===== src/hdl/homing_params.svh =====
// offsets, field positions and reset values of the homing sequencer
`ifndef HOMING_PARAMS_SVH
`define HOMING_PARAMS_SVH

// ------------------------------------------------------------
// object dictionary indices and subindices
// ------------------------------------------------------------
`define OD_ZERO_OFFSET  16'h607C
`define OD_METHOD       16'h6098
`define OD_SPEEDS       16'h6099
`define OD_ACCEL        16'h609A
`define OD_SUB_MAIN     8'h00
`define OD_SUB_SEARCH   8'h01
`define OD_SUB_APPROACH 8'h02

// ------------------------------------------------------------
// reset values
// ------------------------------------------------------------
`define RST_ZERO_OFFSET 32'h0
`define RST_METHOD      8'h14
`define SPEED_ENTRIES   8'h02
`define RST_SEARCH      32'h190
`define RST_APPROACH    32'h64
`define RST_ACCEL       32'h32
`define CURRENT_ZERO    32'h0

// ------------------------------------------------------------
// mode, method and word bit positions
// ------------------------------------------------------------
`define MODE_HOMING     8'h06
`define METHOD_CURRENT  8'h23
`define CW_START_BIT    4
`define SW_REACHED_BIT  10
`define SW_ATTAINED_BIT 12
`define SW_ERROR_BIT    13

`endif


===== src/hdl/homing_pkg.sv =====
// types shared by the homing sequencer
package homing_pkg;

    // ------------------------------------------------------------
    // sequencer states
    // ------------------------------------------------------------
    typedef enum logic [3:0] {
        ST_IDLE     = 4'b0001,
        ST_SEEK     = 4'b0010,
        ST_APPROACH = 4'b0100,
        ST_INDEX    = 4'b1000
    } seq_state_t;

    typedef enum logic [1:0] {
        REF_NONE  = 2'h0,
        REF_LOWER = 2'h1,
        REF_UPPER = 2'h2,
        REF_HOME  = 2'h3
    } ref_sel_t;

    // ------------------------------------------------------------
    // decoded method; directions are 1 for positive
    // ------------------------------------------------------------
    typedef struct packed {
        logic     valid;
        ref_sel_t ref_sel;
        logic     home_dir;
        logic     home_lvl;
        logic     dir_off;
        logic     dir_on;
        logic     use_index;
    } method_cfg_t;

    // ------------------------------------------------------------
    // carriers
    // ------------------------------------------------------------
    typedef struct packed {
        logic        move_en;
        logic        dir_pos;
        logic        pos_mode;
        logic [31:0] speed;
        logic [31:0] accel;
    } motion_cmd_t;

    typedef struct packed {
        logic        req;
        logic        wr;
        logic [15:0] index;
        logic [7:0]  sub;
        logic [31:0] wdata;
    } od_req_t;

    typedef struct packed {
        logic        ack;
        logic        err;
        logic [31:0] rdata;
    } od_rsp_t;

    typedef struct packed {
        logic lower_lim;
        logic upper_lim;
        logic home_sw;
        logic index_pulse;
        logic soft_en;
        logic soft_lo_hit;
        logic soft_hi_hit;
    } sense_t;

    typedef struct packed {
        seq_state_t  state;
        logic        dir_pos;
        logic        fast;
        logic        cw_start_q;
        logic        ref_q;
        logic        idx_q;
        logic        reached;
        logic        attained;
        logic        fault;
        method_cfg_t cfg;
        logic        load;
        logic [31:0] load_val;
        od_rsp_t     od;
        logic [31:0] zero_offset;
        logic [7:0]  method;
        logic [31:0] search_speed;
        logic [31:0] approach_speed;
        logic [31:0] accel;
    } seq_regs_t;

endpackage


===== src/hdl/homing_sequencer.sv =====
// homing sequencer: reference search, status handshake, parameters
`timescale 1ns/1ns
`default_nettype none
`include "homing_params.svh"

// Function
// - signed zero offset, reset zero, loaded at home (method 35 loads 0)
// - methods 1-14, 17-30, 33, 34, 35 supported
// - 1/17: to lower limit, back off edge
// - method 1 adds index pulse; 17 homes at edge
// - 2/18 mirror using upper limit switch
// - 3,4,19,20: direction from positive home switch
// - 5,6,21,22: direction from negative home switch
// - 21-30 home at edge, index ignored
// - 7-14 continue to next index pulse
// - 7/23, 8/24 bottom edges, positive if inactive
// - 9/25, 10/26 top edges, always positive
// - 11/27, 12/28 top edges, negative if inactive
// - 13/29, 14/30 bottom edges, always negative
// - 33 negative, 34 positive to index
// - 35 zeroes position without motion
// - velocity to switches, position to index, soft limits
// - search 400, approach 100, acceleration 50
// - start bit 4 clears status 12, 10
// - home reached sets status 12 and 10
// - clearing bit 4 aborts: 10 set, 12 clear
// - clearing bit 4 resets status 12
module homing_sequencer (
    // clock and reset
    input  wire logic                   sys_clk,
    input  wire logic                   rst,
    // host command side
    input  wire logic [15:0]            ctrl_word,
    input  wire logic [7:0]             operating_mode_select,
    input  wire logic                   op_enabled,
    output logic [15:0]                 status_word,
    // object dictionary access
    input  wire homing_pkg::od_req_t    od_req,
    output homing_pkg::od_rsp_t         od_rsp,
    // switches and encoder
    input  wire homing_pkg::sense_t     sense,
    // drive side
    output homing_pkg::motion_cmd_t     motion,
    output logic                        pos_load,
    output logic [31:0]                 pos_load_value
);

    homing_pkg::seq_regs_t   st_r;
    homing_pkg::seq_regs_t   st_nxt;
    homing_pkg::method_cfg_t cfg_sel;
    logic                    ref_lvl;
    logic                    idx_rise;
    logic                    cw_start;
    logic                    start_ok;
    logic                    lim_hit;
    logic                    soft_hit;
    logic                    edge_seen;

    // ------------------------------------------------------------
    // method decode
    // ------------------------------------------------------------
    function automatic homing_pkg::method_cfg_t decode(
        input logic [7:0] m
    );
        homing_pkg::method_cfg_t c;
        logic [7:0]              b;
        c = '0;
        b = (m > 8'h10) ? 8'(m - 8'h10) : m;
        c.use_index = (m < 8'h0F);
        if ((m >= 8'h01 && m <= 8'h0E) || (m >= 8'h11 && m <= 8'h1E)) begin
            c.valid   = 1'b1;
            c.ref_sel = homing_pkg::REF_HOME;
            unique case (b)
                8'h01: begin
                    c.ref_sel = homing_pkg::REF_LOWER;
                    {c.home_dir, c.home_lvl, c.dir_off, c.dir_on} = 4'b1001;
                end
                8'h02: begin
                    c.ref_sel = homing_pkg::REF_UPPER;
                    {c.home_dir, c.home_lvl, c.dir_off, c.dir_on} = 4'b0010;
                end
                8'h03: {c.home_dir, c.home_lvl, c.dir_off, c.dir_on} = 4'b0010;
                8'h04: {c.home_dir, c.home_lvl, c.dir_off, c.dir_on} = 4'b1110;
                8'h05: {c.home_dir, c.home_lvl, c.dir_off, c.dir_on} = 4'b1001;
                8'h06: {c.home_dir, c.home_lvl, c.dir_off, c.dir_on} = 4'b0101;
                8'h07: {c.home_dir, c.home_lvl, c.dir_off, c.dir_on} = 4'b0010;
                8'h08: {c.home_dir, c.home_lvl, c.dir_off, c.dir_on} = 4'b1110;
                8'h09: {c.home_dir, c.home_lvl, c.dir_off, c.dir_on} = 4'b0111;
                8'h0A: {c.home_dir, c.home_lvl, c.dir_off, c.dir_on} = 4'b1011;
                8'h0B: {c.home_dir, c.home_lvl, c.dir_off, c.dir_on} = 4'b1001;
                8'h0C: {c.home_dir, c.home_lvl, c.dir_off, c.dir_on} = 4'b0101;
                8'h0D: {c.home_dir, c.home_lvl, c.dir_off, c.dir_on} = 4'b1100;
                8'h0E: {c.home_dir, c.home_lvl, c.dir_off, c.dir_on} = 4'b0000;
                default: c.valid = 1'b0;
            endcase
        end else if (m == 8'h21 || m == 8'h22) begin
            c.valid     = 1'b1;
            c.use_index = 1'b1;
            c.dir_off   = m[0] ? 1'b0 : 1'b1;
            c.dir_on    = c.dir_off;
        end else if (m == `METHOD_CURRENT) begin
            c.valid     = 1'b1;
            c.use_index = 1'b0;
        end
        return c;
    endfunction

    // ------------------------------------------------------------
    // conditions
    // ------------------------------------------------------------
    always_comb begin
        cfg_sel  = decode(st_r.method);
        unique case (st_r.cfg.ref_sel)
            homing_pkg::REF_LOWER: ref_lvl = sense.lower_lim;
            homing_pkg::REF_UPPER: ref_lvl = sense.upper_lim;
            homing_pkg::REF_HOME:  ref_lvl = sense.home_sw;
            default:               ref_lvl = 1'b0;
        endcase
        cw_start  = ctrl_word[`CW_START_BIT];
        idx_rise  = sense.index_pulse && !st_r.idx_q;
        edge_seen = (ref_lvl != st_r.ref_q);
        // a hard limit that is not the reference turns the search round
        lim_hit = (!st_r.dir_pos && sense.lower_lim
                   && st_r.cfg.ref_sel != homing_pkg::REF_LOWER)
               || (st_r.dir_pos && sense.upper_lim
                   && st_r.cfg.ref_sel != homing_pkg::REF_UPPER);
        soft_hit = sense.soft_en
                && ((!st_r.dir_pos && sense.soft_lo_hit)
                    || (st_r.dir_pos && sense.soft_hi_hit));
        start_ok = cw_start && !st_r.cw_start_q && op_enabled
                && operating_mode_select == `MODE_HOMING;
    end

    // ------------------------------------------------------------
    // next state
    // ------------------------------------------------------------
    always_comb begin
        st_nxt            = st_r;
        st_nxt.cw_start_q = cw_start;
        st_nxt.idx_q      = sense.index_pulse;
        st_nxt.load       = 1'b0;
        st_nxt.od.ack     = 1'b0;
        st_nxt.od.err     = 1'b0;

        unique case (st_r.state)
            homing_pkg::ST_IDLE: begin
                if (!cw_start) begin
                    st_nxt.attained = 1'b0;
                end
                if (start_ok && cfg_sel.valid) begin
                    st_nxt.cfg      = cfg_sel;
                    st_nxt.reached  = 1'b0;
                    st_nxt.attained = 1'b0;
                    st_nxt.fault    = 1'b0;
                    st_nxt.fast     = 1'b1;
                    st_nxt.ref_q    = 1'b0;
                    if (st_r.method == `METHOD_CURRENT) begin
                        st_nxt.load     = 1'b1;
                        st_nxt.load_val = `CURRENT_ZERO;
                        st_nxt.reached  = 1'b1;
                        st_nxt.attained = 1'b1;
                    end else if (cfg_sel.ref_sel == homing_pkg::REF_NONE) begin
                        st_nxt.dir_pos = cfg_sel.dir_off;
                        st_nxt.fast    = 1'b0;
                        st_nxt.state   = homing_pkg::ST_INDEX;
                    end else begin
                        unique case (cfg_sel.ref_sel)
                            homing_pkg::REF_LOWER: st_nxt.ref_q = sense.lower_lim;
                            homing_pkg::REF_UPPER: st_nxt.ref_q = sense.upper_lim;
                            default:               st_nxt.ref_q = sense.home_sw;
                        endcase
                        st_nxt.dir_pos = st_nxt.ref_q ? cfg_sel.dir_on
                                                      : cfg_sel.dir_off;
                        st_nxt.state   = homing_pkg::ST_SEEK;
                    end
                end
            end
            homing_pkg::ST_SEEK, homing_pkg::ST_APPROACH: begin
                st_nxt.ref_q = ref_lvl;
                if (edge_seen && st_r.dir_pos == st_r.cfg.home_dir
                        && ref_lvl == st_r.cfg.home_lvl) begin
                    if (st_r.cfg.use_index) begin
                        st_nxt.state = homing_pkg::ST_INDEX;
                        st_nxt.fast  = 1'b0;
                    end else begin
                        st_nxt.load     = 1'b1;
                        st_nxt.load_val = st_r.zero_offset;
                        st_nxt.reached  = 1'b1;
                        st_nxt.attained = 1'b1;
                        st_nxt.state    = homing_pkg::ST_IDLE;
                    end
                end else if ((edge_seen && st_r.dir_pos != st_r.cfg.home_dir
                        && ref_lvl != st_r.cfg.home_lvl) || lim_hit) begin
                    st_nxt.dir_pos = !st_r.dir_pos;
                    st_nxt.fast    = 1'b0;
                    st_nxt.state   = homing_pkg::ST_APPROACH;
                end
            end
            homing_pkg::ST_INDEX: begin
                if (idx_rise) begin
                    st_nxt.load     = 1'b1;
                    st_nxt.load_val = st_r.zero_offset;
                    st_nxt.reached  = 1'b1;
                    st_nxt.attained = 1'b1;
                    st_nxt.state    = homing_pkg::ST_IDLE;
                end else if ((!st_r.dir_pos && sense.lower_lim)
                        || (st_r.dir_pos && sense.upper_lim)) begin
                    st_nxt.fault   = 1'b1;
                    st_nxt.reached = 1'b1;
                    st_nxt.state   = homing_pkg::ST_IDLE;
                end
            end
            default: st_nxt.state = homing_pkg::ST_IDLE;
        endcase

        // soft limit ends the run as a fault
        if (st_r.state != homing_pkg::ST_IDLE && soft_hit) begin
            st_nxt.fault    = 1'b1;
            st_nxt.reached  = 1'b1;
            st_nxt.attained = 1'b0;
            st_nxt.load     = 1'b0;
            st_nxt.state    = homing_pkg::ST_IDLE;
        end
        // cancel wins over any progress of this cycle
        if (st_r.state != homing_pkg::ST_IDLE
                && (!cw_start || !op_enabled
                    || operating_mode_select != `MODE_HOMING)) begin
            st_nxt.reached  = 1'b1;
            st_nxt.attained = 1'b0;
            st_nxt.load     = 1'b0;
            st_nxt.state    = homing_pkg::ST_IDLE;
        end

        // ------------------------------------------------------------
        // object dictionary access
        // ------------------------------------------------------------
        if (od_req.req) begin
            st_nxt.od.ack   = 1'b1;
            st_nxt.od.rdata = '0;
            unique case ({od_req.index, od_req.sub})
                {`OD_ZERO_OFFSET, `OD_SUB_MAIN}: begin
                    st_nxt.od.rdata = st_r.zero_offset;
                    if (od_req.wr) st_nxt.zero_offset = od_req.wdata;
                end
                {`OD_METHOD, `OD_SUB_MAIN}: begin
                    st_nxt.od.rdata = {24'h0, st_r.method};
                    if (od_req.wr) st_nxt.method = od_req.wdata[7:0];
                end
                {`OD_SPEEDS, `OD_SUB_MAIN}: begin
                    st_nxt.od.rdata = {24'h0, `SPEED_ENTRIES};
                    st_nxt.od.err   = od_req.wr;
                end
                {`OD_SPEEDS, `OD_SUB_SEARCH}: begin
                    st_nxt.od.rdata = st_r.search_speed;
                    if (od_req.wr) st_nxt.search_speed = od_req.wdata;
                end
                {`OD_SPEEDS, `OD_SUB_APPROACH}: begin
                    st_nxt.od.rdata = st_r.approach_speed;
                    if (od_req.wr) st_nxt.approach_speed = od_req.wdata;
                end
                {`OD_ACCEL, `OD_SUB_MAIN}: begin
                    st_nxt.od.rdata = st_r.accel;
                    if (od_req.wr) st_nxt.accel = od_req.wdata;
                end
                default: st_nxt.od.err = 1'b1;
            endcase
        end
    end

    // ------------------------------------------------------------
    // state register
    // ------------------------------------------------------------
    always_ff @(posedge sys_clk) begin
        if (rst) begin
            st_r                <= '0;
            st_r.state          <= homing_pkg::ST_IDLE;
            st_r.zero_offset    <= `RST_ZERO_OFFSET;
            st_r.method         <= `RST_METHOD;
            st_r.search_speed   <= `RST_SEARCH;
            st_r.approach_speed <= `RST_APPROACH;
            st_r.accel          <= `RST_ACCEL;
        end else begin
            st_r <= st_nxt;
        end
    end

    // ------------------------------------------------------------
    // outputs
    // ------------------------------------------------------------
    always_comb begin
        status_word                   = '0;
        status_word[`SW_REACHED_BIT]  = st_r.reached;
        status_word[`SW_ATTAINED_BIT] = st_r.attained;
        status_word[`SW_ERROR_BIT]    = st_r.fault;
        motion.move_en  = (st_r.state != homing_pkg::ST_IDLE);
        motion.dir_pos  = st_r.dir_pos;
        motion.pos_mode = (st_r.state == homing_pkg::ST_INDEX);
        motion.speed    = st_r.fast ? st_r.search_speed
                                    : st_r.approach_speed;
        motion.accel    = st_r.accel;
    end

    assign od_rsp         = st_r.od;
    assign pos_load       = st_r.load;
    assign pos_load_value = st_r.load_val;

endmodule
`default_nettype wire


===== config.mk =====
export PLATFORM = sky130hd
export DESIGN_NAME = homing_sequencer
export DESIGN_NICKNAME = d
export VERILOG_FILES = /design/src/hdl/homing_pkg.sv /design/src/hdl/homing_sequencer.sv
export VERILOG_INCLUDE_DIRS = /design/src /design/src/hdl
export SDC_FILE = /design/constraint.sdc
export NUM_CORES = 1
export LEC_CHECK = 0
export BUFFER_PORTS_ARGS = -buffer_cell sky130_fd_sc_hd__clkbuf_2
export CORE_MARGIN = 1.5
export CORE_UTILIZATION = 54
export DETAILED_ROUTE_END_ITERATION = 6
export PLACE_DENSITY = 0.8
export SYNTH_ARGS = -nofsm -noshare
export SYNTH_HDL_FRONTEND = slang
export SYNTH_SLANG_ARGS = --single-unit

===== constraint.sdc =====
create_clock -name sys_clk -period 3.88 [get_ports sys_clk]
set_input_delay 0.388 -clock sys_clk [delete_from_list [all_inputs] [get_ports sys_clk]]
set_output_delay 0.388 -clock sys_clk [all_outputs]
set_load 0.05 [all_outputs]

==> impl_metrics.py, run 1 <==
metrics = {
    "run_status": {
        "status": "complete, no violations",
    },
    "critical_path": {
        "r2r-start": "st_r[100]",
        "r2r-end": "motion[65]",
        "endpoint": "motion[65]",
        "slowest_stage": "dfxtp_1",
        "cp-end-kind": "flip-flop",
        "crit_type": "flip-flop to flip-flop",
        "crit_chain": "inv_1 > ha_1 > nor4b_1 > a31oi_1 > nand2b_1 > nor3_1 > a21oi_1 > inv_1 > ha_1 > o31ai_2 > mux2i_1 > o211ai_1 > nand4_1 > a211o_1 > a21oi_1",
        "critPathLaunchType": "flip-flop",
        "crit_fanout": 7,
        "max_stage_delay_ps": 460,
        "r2r_cells": 15,
        "regToRegSetupSlack_ps": 350,
        "crit_required_ps": 4320,
        "critPathLaunch": "st_r[100]",
        "crit_arrival_ps": 3970,
    },
    "yosys": {
        "synth_area_per_cell_um2": 8.34,
        "synth_warnings": 0,
        "synth.distinct_cells": 60,
        "synth_edf_count": 0,
        "synth-async-reset-ratio": 0,
        "synth_cells": 1245,
        "ys_seq_elements": 220,
        "synth-seq-area-share": 0.424,
        "ys.flop_type": "dfxtp_1",
        "netlist_area_um2": 10400,
    },
    "floorplanning": {
        "initial_core_util": 0.553,
        "dieArea_um2": 20100,
        "num_io_pins": 242,
        "die_w_um": 142,
        "core_area_um2": 18800,
        "die_height_um": 142,
        "num_rows": 50,
    },
    "finish": {
        "final_cell_mix": "304 x nand2_1, 218 x dfxtp_1, 212 x clkbuf_2",
        "syn_to_final_growth_pct": 12.2,
        "instances_no_fill": 1570,
        "layout-drive-gt1-share": 0.250,
        "layout_commonest_cell": "nand2_1",
        "antenna_cells": 0,
        "fin_nets": 1417,
    },
    "timing": {
        "post-route-period-util": 0.909,
        "tns_ps": 0,
        "period_needed_ps": 3530,
        "tightest_slew_ps": 987,
        "fmax_mhz": 283,
        "setup_violations": 0,
        "clock_skew_ps": 14.8,
        "rsz0062_at_grt": "false",
        "slew-limit-headroom": 0.342,
        "setup_ws_ps": 352,
        "drv_slew": 0,
        "final_hold_viol_count": 0,
    },
    "global_routing": {
        "grt_max_degree": 75,
        "track_usage": 0.291,
        "antenna_found_initial": 1,
        "grt_pass1_wl_um": 46800,
        "overflow": 0,
        "grt_pass1_vias": 8805,
    },
    "cts": {
        "clkSinkCount": 220,
        "htree_levels": 1,
        "cts.clk_slew.worst_paths_ps": 60,
        "cts_root_buf": "clkbuf_16",
        "clock_latency_ps": 520,
        "tritoncts": "done",
        "cts.path.max_buffers": 3,
        "numCtsBuffers": 24,
        "post_cts_buffers": 0,
    },
    "worst_hold_path": {
        "min_path_type": "input pin to flip-flop",
        "hold_start": "od_req[13]",
    },
    "power_and_ir_drop": {
        "p_per_area_nw_per_um2": 466,
        "intPower_w": 0.00397,
        "power_switching_share": 0.269,
        "power_frac_seq": 0.436,
        "p_clk_frac": 0.443,
        "pwr-share-comb": 0.121,
        "power_switching_w": 0.00146,
        "p_leak_nw": 4.70,
        "power_w": 0.00543,
        "vdd_drop_max_mv": 0.334,
    },
    "job": {
        "maxCapViolations": 0,
    },
    "drt": {
        "ant_nets": 0,
        "dr.pass1.iters": 6,
        "vias": 9277,
        "wire_per_inst_um": 19.1,
        "dr.first_iter.drc_count": 989,
        "avgViaCountPerCell": 5.91,
        "drc": 0,
        "routed_wl_um": 30100,
    },
    "placed_design": {
        "place_ws_ps": 258,
        "gp_congestion": 0.903,
        "dp_hpwl_um": 19500,
        "port_buffers": 213,
        "dp_cells": 1526,
    },
}
cells in the mapped netlist (2+ instances only):
cell / count / share of area
clkbuf_1: 65 / 0.023
inv_1: 10 / 0.0036
buf_2: 17 / 0.0082
nor4b_1: 6 / 0.0051
mux2_2: 35 / 0.038
nand3_1: 26 / 0.013
o21ai_0: 30 / 0.014
nand3b_1: 3 / 0.0022
ha_1: 7 / 0.0084
o22ai_1: 2 / 0.0012
nand4_1: 7 / 0.0042
nor2_1: 35 / 0.013
or3_1: 4 / 0.0024
dfxtp_1: 220 / 0.42
mux2i_1: 18 / 0.017
a31oi_1: 7 / 0.0042
xnor2_1: 3 / 0.0025
nor2b_1: 7 / 0.0042
buf_4: 115 / 0.083
a211o_1: 2 / 0.0017
nand2_1: 304 / 0.11
nor3_1: 17 / 0.0082
a22oi_1: 11 / 0.0080
a21boi_0: 26 / 0.019
buf_1: 2 / 0.00072
a2111o_1: 2 / 0.0022
nor4_1: 3 / 0.0018
a32oi_1: 2 / 0.0017
nand2b_1: 8 / 0.0048
a222oi_1: 32 / 0.031
o31ai_1: 2 / 0.0014
nor4_4: 2 / 0.0041
and3_1: 15 / 0.0090
a22o_1: 32 / 0.027
nand4b_1: 3 / 0.0025
buf_6: 3 / 0.0033
and2_1: 3 / 0.0018
o211ai_1: 2 / 0.0014
a21oi_1: 136 / 0.066
per-stage QoR:
| step | util | hold WS [ps] | area [µm²] |
|---|---|---|---|
| final | 0.620 | 130 | 11600 |
| after global routing | 0.620 | 120 | 11600 |
| after CTS | 0.620 | 121 | 11600 |
| after detailed placement | 0.575 | 441 | 10800 |
| after global placement | 0.575 | 437 | 10800 |
| after floorplan | - | 426 | 10400 |
state kept, by name, summed over array words and instances, names as in the netlist:
name / cells
motion: 33
od_rsp: 34
pos_load: 1
pos_load_value: 32
st_r: 117
status_word: 3
how the worst min path moves through the flow:
stage                            end  cells after the start
after floorplan           od_rsp[10]                      2
after global placement    od_rsp[28]                      2
after detailed placement  od_rsp[12]                      2
after CTS                  st_r[214]                      2
after global routing       st_r[214]                      2
final                       st_r[45]                      3
power by group through the flow:
| stage | Combinational [W] | Clock [W] | Sequential (W) |
|---|---|---|---|
| 5_1_grt | 0.000695 | 0.00252 | 0.00237 |
| 4_1_cts | 0.000649 | 0.00242 | 0.00237 |
| 3_5_place_dp | 0.000647 | 0 | 0.00241 |
| 6_report | 0.000655 | 0.00241 | 0.00237 |
| 3_3_place_gp | 0.000644 | 0 | 0.00241 |
| 2_1_floorplan | 0.000544 | 0 | 0.00236 |
critical path, delay by kind of cell, from the launching register on:
family,cells,cell delay [ps]
adder cells (fa/ha/maj),2,670
AND/OR/NAND/NOR,4,520
multiplexers,1,150
buffers and inverters,2,250
flip-flops,1,460
AO/OA/AOI/OAI,6,1410
logic make-up (layout without fill, tap and decap cells):
logic type	after synthesis	after routing	share of synthesized area
DFF	220	220	0.424
adders and majority gates	7	7	0.00844
AOI/OAI and AO/OA	295	295	0.189
buffers and inverters	212	291	0.122
and+or+nand+nor	452	452	0.194
muxes	54	54	0.0575
other	1	13	0.000361
xor gates and xnor gates	4	4	0.00337
layout make-up:
cell class	count	area, µm²
Fill cell	1606	7120
Sequential cell	220	4410
Inverter	10	37.5
Clock inverter	11	135
Timing Repair Buffer	237	1270
Clock buffer	33	706
Tap cell	234	293
Multi-Input combinational cell	825	4790
repair_timing:
action	CTS	global route
endpoints found under the setup margin	0	1
resized for setup	0	2
hold buffers	0	0
routing by layer:
layer  routed length [µm]  GRT usage  vias to the layer above  share of wire
met1                12500      0.396                     4329           0.42
met2                13700      0.468                      532           0.46
met4                  624     0.0950                        2          0.021
met3                 3170     0.0537                       49           0.11
met5                    9          0                        -        0.00030
li1                     -          -                     4365              -
Power figures use the tool's default switching activity.
==> run 2: changes to the inputs <==
==> constraint.sdc (replaced) <==
create_clock -name sys_clk -period 3.88 [get_ports sys_clk]
set_input_delay 0.582 -clock sys_clk [delete_from_list [all_inputs] [get_ports sys_clk]]
set_output_delay 0.582 -clock sys_clk [all_outputs]
set_load 0.05 [all_outputs]
==> impl_metrics.py, run 2 (synthesis results as in run 1) <==
metrics = {
    "cts": {
        "cts-resized-gates": 0,
        "htree_levels": 1,
        "clkSinkCount": 220,
        "post_cts_buffers": 0,
        "cts.path.max_buffers": 3,
        "holdBufCountCts": 0,
        "numCtsBuffers": 24,
        "tritoncts": "done",
        "cts.clk_slew.worst_paths_ps": 60,
        "clock_latency_ps": 510,
        "cts_root_buf": "clkbuf_16",
    },
    "drt": {
        "routed_wl_um": 29900,
        "met1_length_um": 12200,
        "top_layer_used": "met5",
        "ant_nets": 0,
        "vias": 9295,
        "avgViaCountPerCell": 5.91,
        "dr.first_iter.drc_count": 827,
        "route.met2.wl_um": 13700,
        "dr.pass1.iters": 7,
        "wl_met3_um": 2990,
        "drc": 0,
        "wire_per_inst_um": 19.0,
    },
    "finish": {
        "antenna_cells": 0,
        "layout-drive-gt1-share": 0.250,
        "multi_input_area_um2": 4790,
        "finalInstanceArea_um2": 11600,
        "seqCellArea_um2": 4410,
        "largest-register": "st_r",
        "layout_commonest_cell": "nand2_1",
        "final_cell_mix": "304 x nand2_1, 219 x dfxtp_1, 212 x clkbuf_2",
        "nFillCells": 1598,
        "syn_to_final_growth_pct": 11.6,
        "largest_reg_flops": 117,
        "fin_nets": 1420,
    },
    "timing": {
        "final_hold_viol_count": 0,
        "clock_skew_ps": 7.90,
        "holdWs_ps": 331,
        "fmax_mhz": 287,
        "rsz0062_at_grt": "false",
        "tightest_slew_ps": 1170,
        "slew-limit-headroom": 0.217,
        "tns_ps": 0,
        "setup_ws_ps": 399,
        "drv_slew": 0,
        "post-route-period-util": 0.897,
        "setup_violations": 0,
        "period_needed_ps": 3480,
    },
    "global_routing": {
        "overflow": 0,
        "grt_pass1_vias": 8605,
        "track_usage": 0.289,
        "grt_pass1_wl_um": 46100,
        "antenna_found_initial": 1,
        "grt_max_degree": 111,
    },
    "power_and_ir_drop": {
        "vdd_drop_max_mv": 0.289,
        "p_per_area_nw_per_um2": 455,
        "p_leak_nw": 4.70,
    },
    "floorplanning": {
        "core_area_um2": 18800,
        "num_rows": 50,
        "die_height_um": 142,
        "num_io_pins": 242,
        "die_w_um": 142,
        "dieArea_um2": 20100,
        "initial_core_util": 0.553,
    },
    "critical_path": {
        "crit_chain": "inv_1 > ha_1 > nor4b_1 > a31oi_1 > nand2b_1 > nor3_1 > a21oi_1 > inv_1 > ha_1 > o31ai_2 > mux2i_1 > o211ai_1 > nand4_1 > a211o_1 > a21oi_1",
        "max_stage_delay_ps": 440,
        "slowest_stage": "dfxtp_1",
        "cp-end-kind": "flip-flop",
        "crit_buf_inv": 2,
        "crit_required_ps": 4320,
        "crit_type": "flip-flop to flip-flop",
        "critPathLaunchType": "flip-flop",
        "crit_family": "compound AO/OA/AOI/OAI gates",
        "crit_fanout": 7,
        "crit_arrival_ps": 3920,
    },
    "job": {
        "maxCapViolations": 0,
    },
    "placed_design": {
        "place_ws_ps": 315,
        "dp_hpwl_um": 19600,
        "port_buffers": 213,
        "place_area_um2": 10800,
        "gp_congestion": 0.899,
    },
    "run_status": {
        "status": "complete, no violations",
    },
    "worst_hold_path": {
        "min_path_type": "input pin to flip-flop",
    },
}
## run 2: cell types whose count changed in the layout (fill, tap and decap cells not counted), sizes merged
| cell | previous run | this run |
|---|---|---|
| clkbuf | 245 | 246 |
| buf | 25 | 28 |
| clkinvlp | 2 | 0 |
| clkinv | 6 | 8 |
| bufinv | 3 | 1 |
## run 2: path summary, 6_finish.rpt
check / from / end / slack, ps / cells after the start
worst max-delay path: st_r[100] / motion[65] / 400 / 15
worst min-delay path: ctrl_word[4] / st_r[216] / 330 / 2
worst max register to register: st_r[100] / motion[65] / 400 / 15
worst min register to register: od_rsp[22] / od_rsp[22] / 460 / 2
## run 2: final cells by class
cell class	count	area share
Inverter	10	0.00324
Clock inverter	9	0.00605
Sequential cell	220	0.380
Timing Repair Buffer	240	0.110
Multi-Input combinational cell	825	0.414
Clock buffer	34	0.0621
Tap cell	234	0.0253
## run 2: through the flow
stage,utilization,std cells,power (W)
2_1_floorplan,-,1257,0.00290
3_3_place_gp,0.575,1529,0.00306
3_5_place_dp,0.575,1529,0.00306
4_1_cts,0.617,1572,0.00529
5_1_grt,0.618,1572,0.00543
6_report,0.618,1572,0.00528
## run 2: report_power, final
group / internal (W) / total, W / leakage (nW) / switching, W
registers: 0.00229 / 0.00237 / 1.78 / 0.0000795
logic: 0.000208 / 0.000656 / 2.52 / 0.000447
clock network: 0.00135 / 0.00225 / 0.400 / 0.000903
total: 0.00385 / 0.00528 / 4.70 / 0.00143
## run 2: routing by layer
metal | vias to the layer above | global-route usage
met3 | 86 | 0.0526
met4 | 2 | 0.118
met1 | 4381 | 0.381
met5 | - | 0
met2 | 460 | 0.468
li1 | 4366 | -
